<file path="config.mk">
export PLATFORM = sky130hd
export DESIGN_NAME = iop_io_image
export DESIGN_NICKNAME = d
export VERILOG_FILES = /design/src/iop_pkg.sv /design/src/iop_emcy_tx.sv /design/src/iop_io_image.sv
export SDC_FILE = /design/constraint.sdc
export NUM_CORES = 1
export LEC_CHECK = 0
export BUFFER_PORTS_ARGS = -buffer_cell sky130_fd_sc_hd__buf_4
export CORE_UTILIZATION = 25
export CTS_CLUSTER_SIZE = 16
export DETAILED_ROUTE_END_ITERATION = 7
export PLACE_DENSITY_LB_ADDON = 0.1
export SLEW_MARGIN = 20
export SYNTH_ARGS = -nofsm -noshare
export SYNTH_HDL_FRONTEND = slang
export SYNTH_HIERARCHICAL = 1
export SYNTH_SLANG_ARGS = --single-unit
</file>
<file path="constraint.sdc">
create_clock -name clock -period 3 [get_ports clock]
set_input_delay 0.6 -clock clock [delete_from_list [all_inputs] [get_ports clock]]
set_output_delay 0.6 -clock clock [all_outputs]
set_load 0.01 [all_outputs]
</file>
<file path="src/iop_pkg.sv">
package iop_pkg;

    ////////////////////////////////////////////////////////////////////////
    // Clock and timing.
    localparam int CLOCK_MHZ = 40;
    localparam int OUTPUT_DELAY_NS = 1000;
    localparam int INPUT_DELAY_NS = 500;
    localparam logic [7:0] OUT_DELAY_CYC = 8'((OUTPUT_DELAY_NS * CLOCK_MHZ + 999) / 1000);
    localparam logic [7:0] IN_DELAY_CYC = 8'((INPUT_DELAY_NS * CLOCK_MHZ + 999) / 1000);
    localparam int WD_TIMEOUT_MS = 100;
    localparam int WD_TIMEOUT_CYC = WD_TIMEOUT_MS * CLOCK_MHZ * 1000;
    localparam int FLASH_HALF_MS = 500;
    localparam int FLASH_HALF_CYC = FLASH_HALF_MS * CLOCK_MHZ * 1000;

    ////////////////////////////////////////////////////////////////////////
    // Register byte offsets.
    localparam logic [7:0] OFF_INPUT_IMAGE = 8'h00;
    localparam logic [7:0] OFF_OUTPUT_IMAGE = 8'h04;
    localparam logic [7:0] OFF_IO_STATUS = 8'h08;
    localparam logic [7:0] OFF_CONTROL = 8'h0C;
    localparam logic [7:0] OFF_RESTORE = 8'h10;
    localparam logic [7:0] OFF_IRQ_STATUS = 8'h14;
    localparam logic [7:0] OFF_IRQ_MASK = 8'h18;

    // Control fields.
    localparam int CTL_DC_MODE = 0;
    localparam int CTL_WD_ENABLE = 1;
    localparam int CTL_BUS_RUN = 2;
    localparam int CTL_SAFE_LSB = 8;
    localparam logic [31:0] CONTROL_RESET = 32'h0000_0000;
    localparam logic [31:0] RESTORE_KEY = 32'h0000_0001;

    // Interrupt status bits.
    localparam int IRQ_EMCY_SENT = 0;
    localparam int IRQ_WD_TIMEOUT = 1;
    localparam int IRQ_IO_CHANGE = 2;
    localparam int IRQ_BITS = 3;

    ////////////////////////////////////////////////////////////////////////
    // Emergency message content.
    localparam int EMCY_FAULTS = 6;
    localparam int EMCY_TEMP_IDX = 5;
    localparam logic [15:0] EMCY_CODE_SUPPLY_BASE = 16'h3001;
    localparam logic [15:0] EMCY_CODE_TEMP = 16'h4001;
    localparam logic [15:0] EMCY_CODE_RESET = 16'h0000;
    localparam int ERRREG_SUPPLY_BIT = 2;
    localparam int ERRREG_TEMP_BIT = 4;
    localparam logic [7:0] DIAG_ID_BASE = 8'h01;

    typedef enum {TX_IDLE, TX_SEND} iop_tx_state_t;

endpackage : iop_pkg
</file>
<file path="src/iop_emcy_tx.sv">
`timescale 1ns/1ps
module iop_emcy_tx
    import iop_pkg::*;
(
    input wire logic clock,
    input wire logic reset_n,
    input wire logic start,
    input wire logic [63:0] msg,
    input wire logic mbx_ready,
    output logic busy,
    output logic mbx_valid,
    output logic [7:0] mbx_data,
    output logic mbx_last
);

    iop_tx_state_t state;
    logic [63:0] shreg;
    logic [2:0] count;

    ////////////////////////////////////////////////////////////////////////
    // Eight bytes leave low byte first; the mailbox may stall any byte.
    always_ff @(posedge clock or negedge reset_n) begin
        if (!reset_n) begin
            state <= TX_IDLE;
            shreg <= 64'h0;
            count <= 3'h0;
        end else begin
            case (state)
                TX_IDLE: begin
                    if (start) begin
                        shreg <= msg;
                        count <= 3'h0;
                        state <= TX_SEND;
                    end
                end
                TX_SEND: begin
                    if (mbx_ready) begin
                        shreg <= shreg >> 8;
                        count <= count + 3'h1;
                        if (count == 3'h7) begin
                            state <= TX_IDLE;
                        end
                    end
                end
                default: begin
                    state <= TX_IDLE;
                end
            endcase
        end
    end

    assign busy = (state == TX_SEND);
    assign mbx_valid = busy;
    assign mbx_data = shreg[7:0];
    assign mbx_last = busy && (count == 3'h7);
endmodule : iop_emcy_tx

</file>
<file path="src/iop_io_image.sv">
`timescale 1ns/1ps
// Contract
// - Input lines one to eight appear in input image byte 0, bits 0 to 7.
// - Output lines one to four follow output image bits 0 to 3; bits 4 to 7 ignored.
// - Status word bits 0-5 report output, actuator and sensor supply faults; rest zero.
// - An emergency message is eight bytes: code, error register, five diagnostic bytes.
// - Emergency messages go out unasked over the mailbox, with no confirmation awaited.
// - Supply faults use codes 3001-3005 with register bit 2; overtemperature 4001, bit 4.
// - A message is sent both when a fault appears and when it goes away.
// - A cleared fault sends code 0000, its register bit clear, same diagnostic data.
// - The master picks sync-manager mode or distributed-clock mode for the update.
// - Sync-manager mode free-runs the I/O every cycle and is the reset default.
// - In distributed-clock mode outputs apply a fixed delay after each sync pulse.
// - In distributed-clock mode inputs are sampled a fixed delay after each sync pulse.
// - Writing one to the restore register requests factory defaults at next power-on.
// - On a communication timeout all outputs take their configured safe values.
// - After boot the ready light is green, steady or flashing by bus status.
// - Multi-byte items travel least significant byte first.
module iop_io_image
    import iop_pkg::*;
#(
    parameter int WD_CYCLES = WD_TIMEOUT_CYC,
    parameter int FLASH_CYCLES = FLASH_HALF_CYC
) (
    input wire logic clock,
    input wire logic reset_n,
    input wire logic wb_cyc_i,
    input wire logic wb_stb_i,
    input wire logic wb_we_i,
    input wire logic [7:0] wb_adr_i,
    input wire logic [3:0] wb_sel_i,
    input wire logic [31:0] wb_dat_i,
    output logic [31:0] wb_dat_o,
    output logic wb_ack_o,
    input wire logic [7:0] digital_input_line,
    input wire logic [5:0] io_fault_line,
    input wire logic [5:0] supply_fault_line,
    input wire logic sync0_line,
    input wire logic boot_done,
    input wire logic mbx_ready,
    output logic [3:0] digital_output_line,
    output logic mbx_valid,
    output logic [7:0] mbx_data,
    output logic mbx_last,
    output logic ready_led_green,
    output logic factory_restore_req,
    output logic irq
);

    localparam int PIN_W = 21;
    localparam int A_OUT_DLY = OUT_DELAY_CYC;
    localparam int A_IN_REST = int'(IN_DELAY_CYC) - 1;

    function automatic logic [31:0] merge_bytes(input logic [31:0] old, input logic [31:0] din,
                                                input logic [3:0] sel);
        logic [31:0] res;
        res = old;
        for (int i = 0; i < 4; i++) begin
            if (sel[i]) begin
                res[i*8 +: 8] = din[i*8 +: 8];
            end
        end
        return res;
    endfunction : merge_bytes

    function automatic logic [2:0] lowest_set(input logic [5:0] v);
        logic [2:0] idx;
        idx = 3'h0;
        for (int i = EMCY_FAULTS - 1; i >= 0; i--) begin
            if (v[i]) begin
                idx = 3'(i);
            end
        end
        return idx;
    endfunction : lowest_set

    function automatic logic [63:0] emcy_message(input logic [2:0] idx, input logic active,
                                                 input logic [5:0] rep);
        logic [15:0] code;
        logic [7:0] errreg;
        logic [7:0] diag;
        errreg = 8'h00;
        errreg[ERRREG_SUPPLY_BIT] = |rep[4:0];
        errreg[ERRREG_TEMP_BIT] = rep[EMCY_TEMP_IDX];
        diag = DIAG_ID_BASE + 8'(idx);
        if (idx == 3'(EMCY_TEMP_IDX)) begin
            code = EMCY_CODE_TEMP;
            errreg[ERRREG_TEMP_BIT] = active;
        end else begin
            code = EMCY_CODE_SUPPLY_BASE + 16'(idx);
            errreg[ERRREG_SUPPLY_BIT] = active;
        end
        if (!active) begin
            code = EMCY_CODE_RESET;
        end
        return {24'h00_0000, diag, 8'h00, errreg, code};
    endfunction : emcy_message

    ////////////////////////////////////////////////////////////////////////
    // Pin synchroniser: a level is taken once stages two and three agree.
    logic [PIN_W-1:0] pin_s1;
    logic [PIN_W-1:0] pin_s2;
    logic [PIN_W-1:0] pin_s3;
    logic [PIN_W-1:0] pin_clean;
    wire [PIN_W-1:0] pin_raw = {sync0_line, supply_fault_line, io_fault_line, digital_input_line};
    wire [PIN_W-1:0] next_clean = (pin_s2 & pin_s3) | (pin_clean & (pin_s2 | pin_s3));

    always_ff @(posedge clock or negedge reset_n) begin
        if (!reset_n) begin
            pin_s1 <= '0;
            pin_s2 <= '0;
            pin_s3 <= '0;
            pin_clean <= '0;
        end else begin
            pin_s1 <= pin_raw;
            pin_s2 <= pin_s1;
            pin_s3 <= pin_s2;
            pin_clean <= next_clean;
        end
    end

    wire [7:0] di_clean = pin_clean[7:0];
    wire [5:0] io_clean = pin_clean[13:8];
    wire [5:0] emcy_clean = pin_clean[19:14];
    wire sync0_clean = pin_clean[20];

    ////////////////////////////////////////////////////////////////////////
    // Register bus decode. Every access is acked one cycle later.
    logic [7:0] out_image;
    logic [31:0] control;
    logic [IRQ_BITS-1:0] irq_status;
    logic [IRQ_BITS-1:0] irq_mask;
    logic [7:0] in_image;
    logic [31:0] io_status;

    wire bus_req = wb_cyc_i && wb_stb_i && !wb_ack_o;
    wire bus_wr = bus_req && wb_we_i;
    wire bus_rd = bus_req && !wb_we_i;
    wire sel_out = (wb_adr_i == OFF_OUTPUT_IMAGE);
    wire sel_ctl = (wb_adr_i == OFF_CONTROL);
    wire sel_rst = (wb_adr_i == OFF_RESTORE);
    wire sel_irqs = (wb_adr_i == OFF_IRQ_STATUS);
    wire sel_irqm = (wb_adr_i == OFF_IRQ_MASK);
    wire out_write = bus_wr && sel_out && wb_sel_i[0];
    wire dc_mode = control[CTL_DC_MODE];
    wire [3:0] safe_value = control[CTL_SAFE_LSB +: 4];
    wire [31:0] rd_data =
        (wb_adr_i == OFF_INPUT_IMAGE) ? {24'h00_0000, in_image} :
        sel_out ? {24'h00_0000, out_image} :
        (wb_adr_i == OFF_IO_STATUS) ? io_status :
        sel_ctl ? control :
        sel_rst ? {31'h0, factory_restore_req} :
        sel_irqs ? {29'h0, irq_status} :
        sel_irqm ? {29'h0, irq_mask} : 32'h0000_0000;

    always_ff @(posedge clock or negedge reset_n) begin
        if (!reset_n) begin
            wb_ack_o <= 1'b0;
            wb_dat_o <= 32'h0000_0000;
            out_image <= 8'h00;
            control <= CONTROL_RESET;
            irq_mask <= '0;
            factory_restore_req <= 1'b0;
        end else begin
            wb_ack_o <= bus_req;
            wb_dat_o <= bus_rd ? rd_data : 32'h0000_0000;
            if (out_write) begin
                out_image <= wb_dat_i[7:0];
            end
            if (bus_wr && sel_ctl) begin
                control <= merge_bytes(control, wb_dat_i, wb_sel_i);
            end
            if (bus_wr && sel_irqm && wb_sel_i[0]) begin
                irq_mask <= wb_dat_i[IRQ_BITS-1:0];
            end
            if (bus_wr && sel_rst && (merge_bytes(32'h0, wb_dat_i, wb_sel_i) == RESTORE_KEY)) begin
                factory_restore_req <= 1'b1;
            end
        end
    end

    ////////////////////////////////////////////////////////////////////////
    // Distributed-clock timers. A sync pulse during a running delay is
    // ignored, so the sync period must exceed the longer delay.
    logic [7:0] out_cnt;
    logic [7:0] in_cnt;
    logic out_armed;
    logic in_armed;
    logic sync0_prev;
    wire sync0_rise = sync0_clean && !sync0_prev;
    wire out_fire = out_armed && (out_cnt == 8'h01);
    wire in_fire = in_armed && (in_cnt == 8'h01);

    always_ff @(posedge clock or negedge reset_n) begin
        if (!reset_n) begin
            sync0_prev <= 1'b0;
            out_cnt <= 8'h00;
            in_cnt <= 8'h00;
            out_armed <= 1'b0;
            in_armed <= 1'b0;
        end else begin
            sync0_prev <= sync0_clean;
            if (dc_mode && sync0_rise && !out_armed) begin
                out_cnt <= OUT_DELAY_CYC;
                out_armed <= 1'b1;
            end else if (out_armed) begin
                out_cnt <= out_cnt - 8'h01;
                out_armed <= !out_fire;
            end
            if (dc_mode && sync0_rise && !in_armed) begin
                in_cnt <= IN_DELAY_CYC;
                in_armed <= 1'b1;
            end else if (in_armed) begin
                in_cnt <= in_cnt - 8'h01;
                in_armed <= !in_fire;
            end
        end
    end

    ////////////////////////////////////////////////////////////////////////
    // Process image, watchdog and outputs.
    logic [3:0] dout_applied;
    logic [31:0] wd_cnt;
    logic wd_expired;
    wire wd_hit = control[CTL_WD_ENABLE] && !out_write && !wd_expired && (wd_cnt == 32'(WD_CYCLES - 1));

    always_ff @(posedge clock or negedge reset_n) begin
        if (!reset_n) begin
            in_image <= 8'h00;
            io_status <= 32'h0000_0000;
            dout_applied <= 4'h0;
            digital_output_line <= 4'h0;
            wd_cnt <= 32'h0000_0000;
            wd_expired <= 1'b0;
        end else begin
            if (!dc_mode || in_fire) begin
                in_image <= di_clean;
            end
            io_status <= {26'h000_0000, io_clean};
            if (!dc_mode || out_fire) begin
                dout_applied <= out_image[3:0];
            end
            digital_output_line <= wd_expired ? safe_value : dout_applied;
            if (out_write || !control[CTL_WD_ENABLE]) begin
                wd_cnt <= 32'h0000_0000;
                wd_expired <= 1'b0;
            end else if (wd_hit) begin
                wd_expired <= 1'b1;
            end else if (!wd_expired) begin
                wd_cnt <= wd_cnt + 32'h0000_0001;
            end
        end
    end

    ////////////////////////////////////////////////////////////////////////
    // Emergency reporting. A fault whose level differs from the last
    // reported level is pending; the lowest pending one is sent first.
    logic [5:0] emcy_reported;
    logic tx_busy;
    wire [5:0] pending = emcy_clean ^ emcy_reported;
    wire tx_start = (|pending) && !tx_busy;
    wire [2:0] tx_idx = lowest_set(pending);
    wire [5:0] next_reported = emcy_reported ^ (6'h01 << tx_idx);
    wire [63:0] tx_msg = emcy_message(tx_idx, emcy_clean[tx_idx], next_reported);

    always_ff @(posedge clock or negedge reset_n) begin
        if (!reset_n) begin
            emcy_reported <= 6'h00;
        end else if (tx_start) begin
            emcy_reported <= next_reported;
        end
    end

    iop_emcy_tx u_emcy_tx (
        .clock(clock),
        .reset_n(reset_n),
        .start(tx_start),
        .msg(tx_msg),
        .mbx_ready(mbx_ready),
        .busy(tx_busy),
        .mbx_valid(mbx_valid),
        .mbx_data(mbx_data),
        .mbx_last(mbx_last)
    );

    ////////////////////////////////////////////////////////////////////////
    // Interrupts: a new event wins over the clearing read.
    logic [IRQ_BITS-1:0] irq_events;
    always_comb begin
        irq_events = '0;
        irq_events[IRQ_EMCY_SENT] = mbx_valid && mbx_ready && mbx_last;
        irq_events[IRQ_WD_TIMEOUT] = wd_hit;
        irq_events[IRQ_IO_CHANGE] = (io_status[5:0] != io_clean);
    end
    wire [IRQ_BITS-1:0] irq_clear = (bus_rd && sel_irqs) ? '1 : '0;

    always_ff @(posedge clock or negedge reset_n) begin
        if (!reset_n) begin
            irq_status <= '0;
            irq <= 1'b0;
        end else begin
            irq_status <= (irq_status & ~irq_clear) | irq_events;
            irq <= |(irq_status & irq_mask);
        end
    end

    ////////////////////////////////////////////////////////////////////////
    // Ready light. The flash rate is a one-cycle enable from a divider.
    logic [31:0] flash_cnt;
    logic flash_phase;
    logic boot_seen;
    wire flash_tick = (flash_cnt == 32'(FLASH_CYCLES - 1));

    always_ff @(posedge clock or negedge reset_n) begin
        if (!reset_n) begin
            flash_cnt <= 32'h0000_0000;
            flash_phase <= 1'b0;
            boot_seen <= 1'b0;
            ready_led_green <= 1'b0;
        end else begin
            flash_cnt <= flash_tick ? 32'h0000_0000 : flash_cnt + 32'h0000_0001;
            if (flash_tick) begin
                flash_phase <= !flash_phase;
            end
            boot_seen <= boot_seen || boot_done;
            ready_led_green <= boot_seen && (control[CTL_BUS_RUN] || flash_phase);
        end
    end
endmodule : iop_io_image

</file>
## Yosys cells after proc, flatten, opt, wreduce, memory -nomap -nowiden

Cells that the tools add are included.

| word-level totals | value |
|---|---|
| word-level logic and storage cells | 184 |
| flip-flop bits (word level) | 379 |
| input port bits | 72 |
| output and inout bits | 50 |

| cells by class | value |
|---|---|
| $lt $le $gt $ge | 1 |
| equal/unequal tests | 21 |
| mux-type cells | 50 |
| add/sub/neg operators | 7 |
| shift-type cells | 1 |
| reductions and logical operators | 60 |
| bitwise logic cells | 10 |

Operators by type and width:

| operator | count |
|---|---|
| two-way mux 32 bit | 12 |
| two-way mux 64 bit | 2 |
| case mux 64 bit (2 select lines) | 1 |
| adder 32 x 1 -> 32 bit (second input constant) | 2 |
| == test 32 x 1 -> 1 bit (second input constant) | 2 |
| two-way mux 8 bit | 8 |
| case mux 32 bit (2 select lines) | 1 |
| bitwise AND 21 bit | 2 |
| bitwise OR 21 bit | 2 |
| two-way mux 3 bit | 12 |
| == test 32 x 2 -> 1 bit (second input constant) | 1 |
| == test 32 x 22 -> 1 bit (second input constant) | 1 |
| == test 32 x 25 -> 1 bit (second input constant) | 1 |
| logical NOT 32 bit | 1 |
| logical AND 1 bit | 26 |
| == test 8 x 5 -> 1 bit (second input constant) | 3 |
| == test 8 x 1 -> 1 bit (second input constant) | 2 |
| == test 8 x 4 -> 1 bit (second input constant) | 2 |
| two-way mux 16 bit | 1 |
| subtractor 8 x 1 -> 8 bit (second input constant) | 2 |
| adder 14 x 3 -> 15 bit (first input constant) | 1 |
| two-way mux 15 bit | 1 |
| logical NOT 1 bit | 13 |
| XOR 6 bit | 2 |
| other kinds (24) | 49 |

## Longest topological paths before layout

| logic depth | value |
|---|---|
| word-level depth | 13 |
| gate-level depth with buffers | 13 |
| gate-level depth less buffers | 12 |

## Hierarchy

The synthesis kept the hierarchy.

By module, submodules not included:

| module | times used | cells an instance | area an instance (um2) | sequential area each (um2) |
|---|---|---|---|---|
| iop_io_image | 1 | 952 | 11637.4 | 7006.7 |
| iop_emcy_tx | 1 | 306 | 3981.3 | 1701.6 |

## Worst setup path before layout

Ideal clock, no wire load.

| path | value |
|---|---|
| path kind | input to register |
| from | input port wb_adr_i[1] |
| to | register control[10] |
| stages on the path | 5 |
| setup time | 125 ps |
| data arrival time | 2337 ps |
| buffers on the path | 0 |
| data required time | 2875 ps |
| setup slack | 538 ps |
| cells stage by stage | or4_4 -> or3_4 -> nor4_4 -> nand2_4 -> mux2_2 |

| on the way | value |
|---|---|
| cells in the longest elaborated chain, start to end | 3 |

Ends and longest elaborated chain:

| item | RTL line | RTL |
|---|---|---|
| start, declared | iop_io_image.sv:30 | `input wire logic [7:0] wb_adr_i,` |
| == test 8 x 4 -> 1 bit | iop_io_image.sv:140 | `wire sel_ctl = (wb_adr_i == OFF_CONTROL);` |
| logical AND 1 bit | iop_io_image.sv:170 | `if (bus_wr && sel_ctl) begin` |
| AND reduction 2 bit (no source line) | - |  |
| end signal, assigned | iop_io_image.sv:171 | `control <= merge_bytes(control, wb_dat_i, wb_sel_i);` |
| end, declared | iop_io_image.sv:130 | `logic [31:0] control;` |

Every way passes these cells.
A chain may end at the register's enable or synchronous reset.

## Worst setup path in the final report

| path | value |
|---|---|
| from | register emcy_reported[1] |
| to | register u_emcy_tx.shreg[18] |

| on the way | value |
|---|---|
| cells in the longest elaborated chain, start to end | 9 |
| elaborated cells on any way between the ends | 16 |
| those cells by class | eq/ne: 2; shift: 1; mux: 7; bitwise: 2; reduce/logical: 4 |

Ends and longest elaborated chain:

| item | RTL line | RTL |
|---|---|---|
| start, declared | iop_io_image.sv:258 | `logic [5:0] emcy_reported;` |
| start signal, assigned | iop_io_image.sv:270 | `emcy_reported <= next_reported;` |
| XOR 6 bit | iop_io_image.sv:260 | `wire [5:0] pending = emcy_clean ^ emcy_reported;` |
| two-way mux 3 bit (2 in series) | iop_io_image.sv:70 | `if (v[i]) begin` |
| left shift 1 x 3 -> 6 bit | iop_io_image.sv:263 | `wire [5:0] next_reported = emcy_reported ^ (6'h01 << tx_idx);` |
| XOR 6 bit | iop_io_image.sv:263 |  |
| OR reduction 5 bit | iop_io_image.sv:83 | `errreg[ERRREG_SUPPLY_BIT] = \|rep[4:0];` |
| two-way mux 1 bit * | iop_io_image.sv:86 | `if (idx == 3'(EMCY_TEMP_IDX)) begin` |
| named net tx_msg[18] | iop_io_image.sv:264 | `wire [63:0] tx_msg = emcy_message(tx_idx, emcy_clean[tx_idx], next_reported);` |
| two-way mux 64 bit * | iop_emcy_tx.sv:30 | `if (start) begin` |
| case mux 64 bit (2 select lines) * | iop_emcy_tx.sv:28 | `case (state)` |
| end signal, assigned | iop_emcy_tx.sv:31 | `shreg <= msg;` |
| end signal, assigned | iop_emcy_tx.sv:38 | `shreg <= shreg >> 8;` |
| end, declared | iop_emcy_tx.sv:17 | `logic [63:0] shreg;` |

The timed path passes the listed nets; every way through them passes the cells marked *. The select of a mux whose other input is x is not followed.

==> results.py <==
metrics = {
    "worst_setup_path": {
        "worst-setup-path-type": "flop to flop",
        "cp.required_ns": 3.42,
        "cp_cell_sequence": "xor2_1 > a211oi_1 > nand2b_1 > inv_1 > ha_1 > nor4b_1 > nand3_1 > nand2_1 > o21ai_0 > mux2i_1 > mux2i_1",
        "cp_common_cell": "mux2i_1",
        "timing.critical_path.slowest_cell_delay_ns": 0.43,
        "timing.critical_path.from_type": "flop",
        "end_kind": "flop",
        "timing.critical_path.arrival_ns": 3.12,
        "worstPathMaxFanout": 9,
        "cp_slowest_cell": "dfrtp_1",
    },
    "timing": {
        "number_of_pins_exceeding_their_max_slew_limit_in_the_final_report": 0,
        "fmax_mhz": 370,
        "least_setup_slack_across_all_paths_after_layout_ns": 0.295,
        "final.period_utilization_pct": 90.2,
        "finalSetupViolCount": 0,
        "rsz_0062_raised_after_global_routing": "false",
        "slew_margin_rel_pct": 46.2,
        "fin_worst_skew_ns": 0.0161,
        "period_needed_ns": 2.70,
        "setup_total_negative_slack_ns": 0,
        "transition_time_at_the_pin_with_the_least_slew_margin_ns": 0.800,
        "hold_viol_final": 0,
    },
    "layout": {
        "n_antenna_cell": 0,
        "drive_gt1_share_pct": 20.6,
        "finish.net_count": 1540,
        "synthToLayoutAreaGrowth_pct": 23.0,
        "post-route-util_pct": 31.1,
    },
    "yosys": {
        "synth-async-reset-ratio_pct": 100,
        "ys_seq_elements": 348,
        "synth_enable_flop_cells": 0,
        "ys_seq_area_share_pct": 55.8,
        "proportion_of_netlist_area_held_by_the_largest_area_contributor_pct": 55.8,
        "postSynthCellCount": 1258,
        "ys_top_cells_by_area": "dfrtp_1, mux2i_1, mux2_2",
        "synthFlopType": "dfrtp_1",
        "postSynthAreaPerCell_um2": 12.4,
        "yosys_warnings": 6,
        "synth.cell_area_um2": 15600,
        "post_synth_num_cell_types": 70,
        "synth_largest_area_cell": "dfrtp_1",
    },
    "detailed_routing": {
        "initialDrtViolationCount": 600,
        "finalWirelength_um": 38400,
        "detailroute.via_count": 10214,
        "post_drt_via_cell_ratio": 4.39,
        "routed_wire_length_per_instance_um": 16.5,
        "drt_drc_violations_left": 0,
        "number_of_detailed_route_iterations_in_the_first_pass": 5,
        "ant_nets": 0,
    },
    "grt": {
        "global_route.usage.total_pct": 12.3,
        "grt_max_degree": 65,
        "globalRoute.totalOverflow": 0,
        "grt_pass1_vias": 10521,
        "wire_length_of_the_first_global_routing_pass_um": 61500,
        "number_of_antenna_violations_at_the_first_check_in_global_routing": 1,
    },
    "floorplanning": {
        "num_rows": 91,
        "start_util_pct": 25.3,
        "design.die.area_um2": 63500,
        "die_h_um": 252,
        "die_width_um": 252,
        "pin_count": 122,
        "fp.coreArea_um2": 61700,
    },
    "run_status": {
        "run_status": "finished clean",
    },
    "clock_network": {
        "cts_bufs_inserted": 44,
        "cts.reportedPaths.clkPinSlew_ns": 0.06,
        "clk-insertion-delay-late_ns": 0.57,
        "post_cts_buffers": 0,
        "cts-resized-gates": 0,
        "cts-htree-levels": 2,
        "cts_tree": "done",
        "clock_tree.root_cell": "clkbuf_16",
        "cts_hold_buffers": 1,
        "maximum_number_of_buffers_from_clock_root_to_sink": 3,
        "numClockSinks": 348,
    },
    "placed_design": {
        "dp_worst_setup_slack_ns": 0.304,
        "dpl.hpwl_um": 26200,
        "gp_congestion": 0.768,
        "port_buffers": 121,
    },
    "power": {
        "power.total_mw": 13.9,
        "ir_drop_uv": 364,
        "power.leakage_nw": 8.81,
        "power-per-cell-area_nw_per_um2": 723,
    },
    "worst_hold_path": {
        "worst_hold_class": "input pin to flop",
    },
    "flow_run": {
        "max_cap_viol_count": 0,
    },
}
[synth_stat cells (3+ instances only)]
library cell	number
a21oi_1	40
nor3b_1	3
or4_1	19
o22ai_1	8
xor2_1	31
o221ai_1	3
xnor2_1	30
and3_1	15
mux4_2	3
mux2i_1	187
o31ai_1	20
nor3_1	13
dfrtp_1	348
or3_1	9
a31oi_1	5
mux2_2	64
nand2b_1	7
nor2_1	44
o21ai_0	29
nor4b_1	7
nor2b_1	8
and4_1	10
nand4_1	18
buf_8	4
nand2_1	65
a22o_1	4
nor4_1	29
buf_4	18
ha_1	13
nand2_4	3
nand3_1	36
o21a_1	4
buf_12	5
nand3b_1	5
a21boi_0	3
inv_1	27
maj3_1	21
buf_2	10
o211ai_1	3
clkbuf_1	21
and2_1	27
[critical path: cells and delay by family, from the launching register on]
family | cells | cell delay, ns
xor gates and xnor gates | 1 | 0.40
AOI/OAI and AO/OA | 2 | 0.22
muxes | 2 | 0.26
and+or+nand+nor | 4 | 0.77
DFF | 1 | 0.43
adders and majority gates | 1 | 0.34
buffers and inverters | 1 | 0.12
[metrics by stage]
| stage | hold WS, ns | instances | area (um^2) |
|---|---|---|---|
| after floorplan | 0.304 | 1310 | 15800 |
| after global placement | 0.334 | 2245 | 17700 |
| after detailed placement | 0.335 | 2245 | 17700 |
| after CTS | 0.0881 | 2325 | 19200 |
| after global routing | 0.0934 | 2325 | 19200 |
| final | 0.137 | 2325 | 19200 |
[routing by layer]
metal  vias to the layer above  global-route usage, %  wire length [um]
met4                         0                   3.43               826
met2                       153                   19.0             17300
met5                         -                      0                 0
li1                       4919                      -                 -
met3                        52                   2.73              1550
met1                      5090                   17.1             18800
[state kept, by name, indices dropped and copies added, names as in the netlist, 3 cells and up]
name / count
wb_dat_o: 32
control: 32
out_image: 8
digital_output_line: 4
out_cnt: 8
pin_clean: 21
pin_s3: 21
in_image: 8
u_emcy_tx/count: 3
wd_cnt: 32
irq_status: 3
irq_mask: 3
flash_cnt: 32
io_status: 6
pin_s2: 21
pin_s1: 21
emcy_reported: 6
in_cnt: 8
u_emcy_tx/shreg: 64
dout_applied: 4
[worst paths after layout]
check	startpoint	end	slack [ns]	cells past startpoint
min	digital_input_line[1]	pin_s1[1]	0.14	1
max	emcy_reported[1]	u_emcy_tx/shreg[18]	0.30	11
min in group asynchronous	reset_n	wb_dat_o[31]	0.57	2
min reg2reg	pin_s1[18]	pin_s2[18]	0.35	0
max reg2reg	emcy_reported[1]	u_emcy_tx/shreg[18]	0.30	11
max in group asynchronous	reset_n	flash_cnt[20]	1.41	3
[power breakdown]
part | internal (mW) | leakage, nW | switching [mW]
combinational | 1.28 | 3.55 | 1.39
sequential | 5.26 | 4.54 | 0.528
clock | 3.36 | 0.724 | 2.07
total | 9.90 | 8.81 | 3.99
[logic make-up (layout without fill, tap and decap cells)]
family	Yosys count	count (layout)	synth area share (%)
flops	348	348	55.8
simple gates	331	331	12.1
mux	254	254	17.0
compound gates	141	141	5.81
buf+inv	88	266	3.48
xor+xnor	61	61	3.42
fa+ha+maj	34	34	2.39
other cells	1	53	0.0240
[cell type report]
type	instances	area (um^2)
Multi-Input combinational cell	874	6570
Sequential cell	348	8710
Clock inverter	14	209
Clock buffer	65	1270
Tap cell	837	1050
Timing Repair Buffer	160	1300
Fill cell	6287	42500
Inverter	27	101
[layout by cell type (no fill, tap or decap), types with 15 or more instances in the layout]
cell,Yosys,layout
nor4_1,29,29
dfrtp_1,348,347
mux2i_1,187,187
and2_1,27,27
o21ai_0,29,29
a21oi_1,40,39
and3_1,15,15
or4_1,19,19
maj3_1,21,21
inv_1,27,27
nand3_1,36,36
nand4_1,18,18
o31ai_1,20,20
mux2_2,64,64
xor2_1,31,31
nand2_1,65,65
clkbuf_16,0,45
xnor2_1,30,30
nor2_1,44,44
conb_1,1,53
buf_4,18,151
Note: power is estimated with default switching activity, not from simulation.
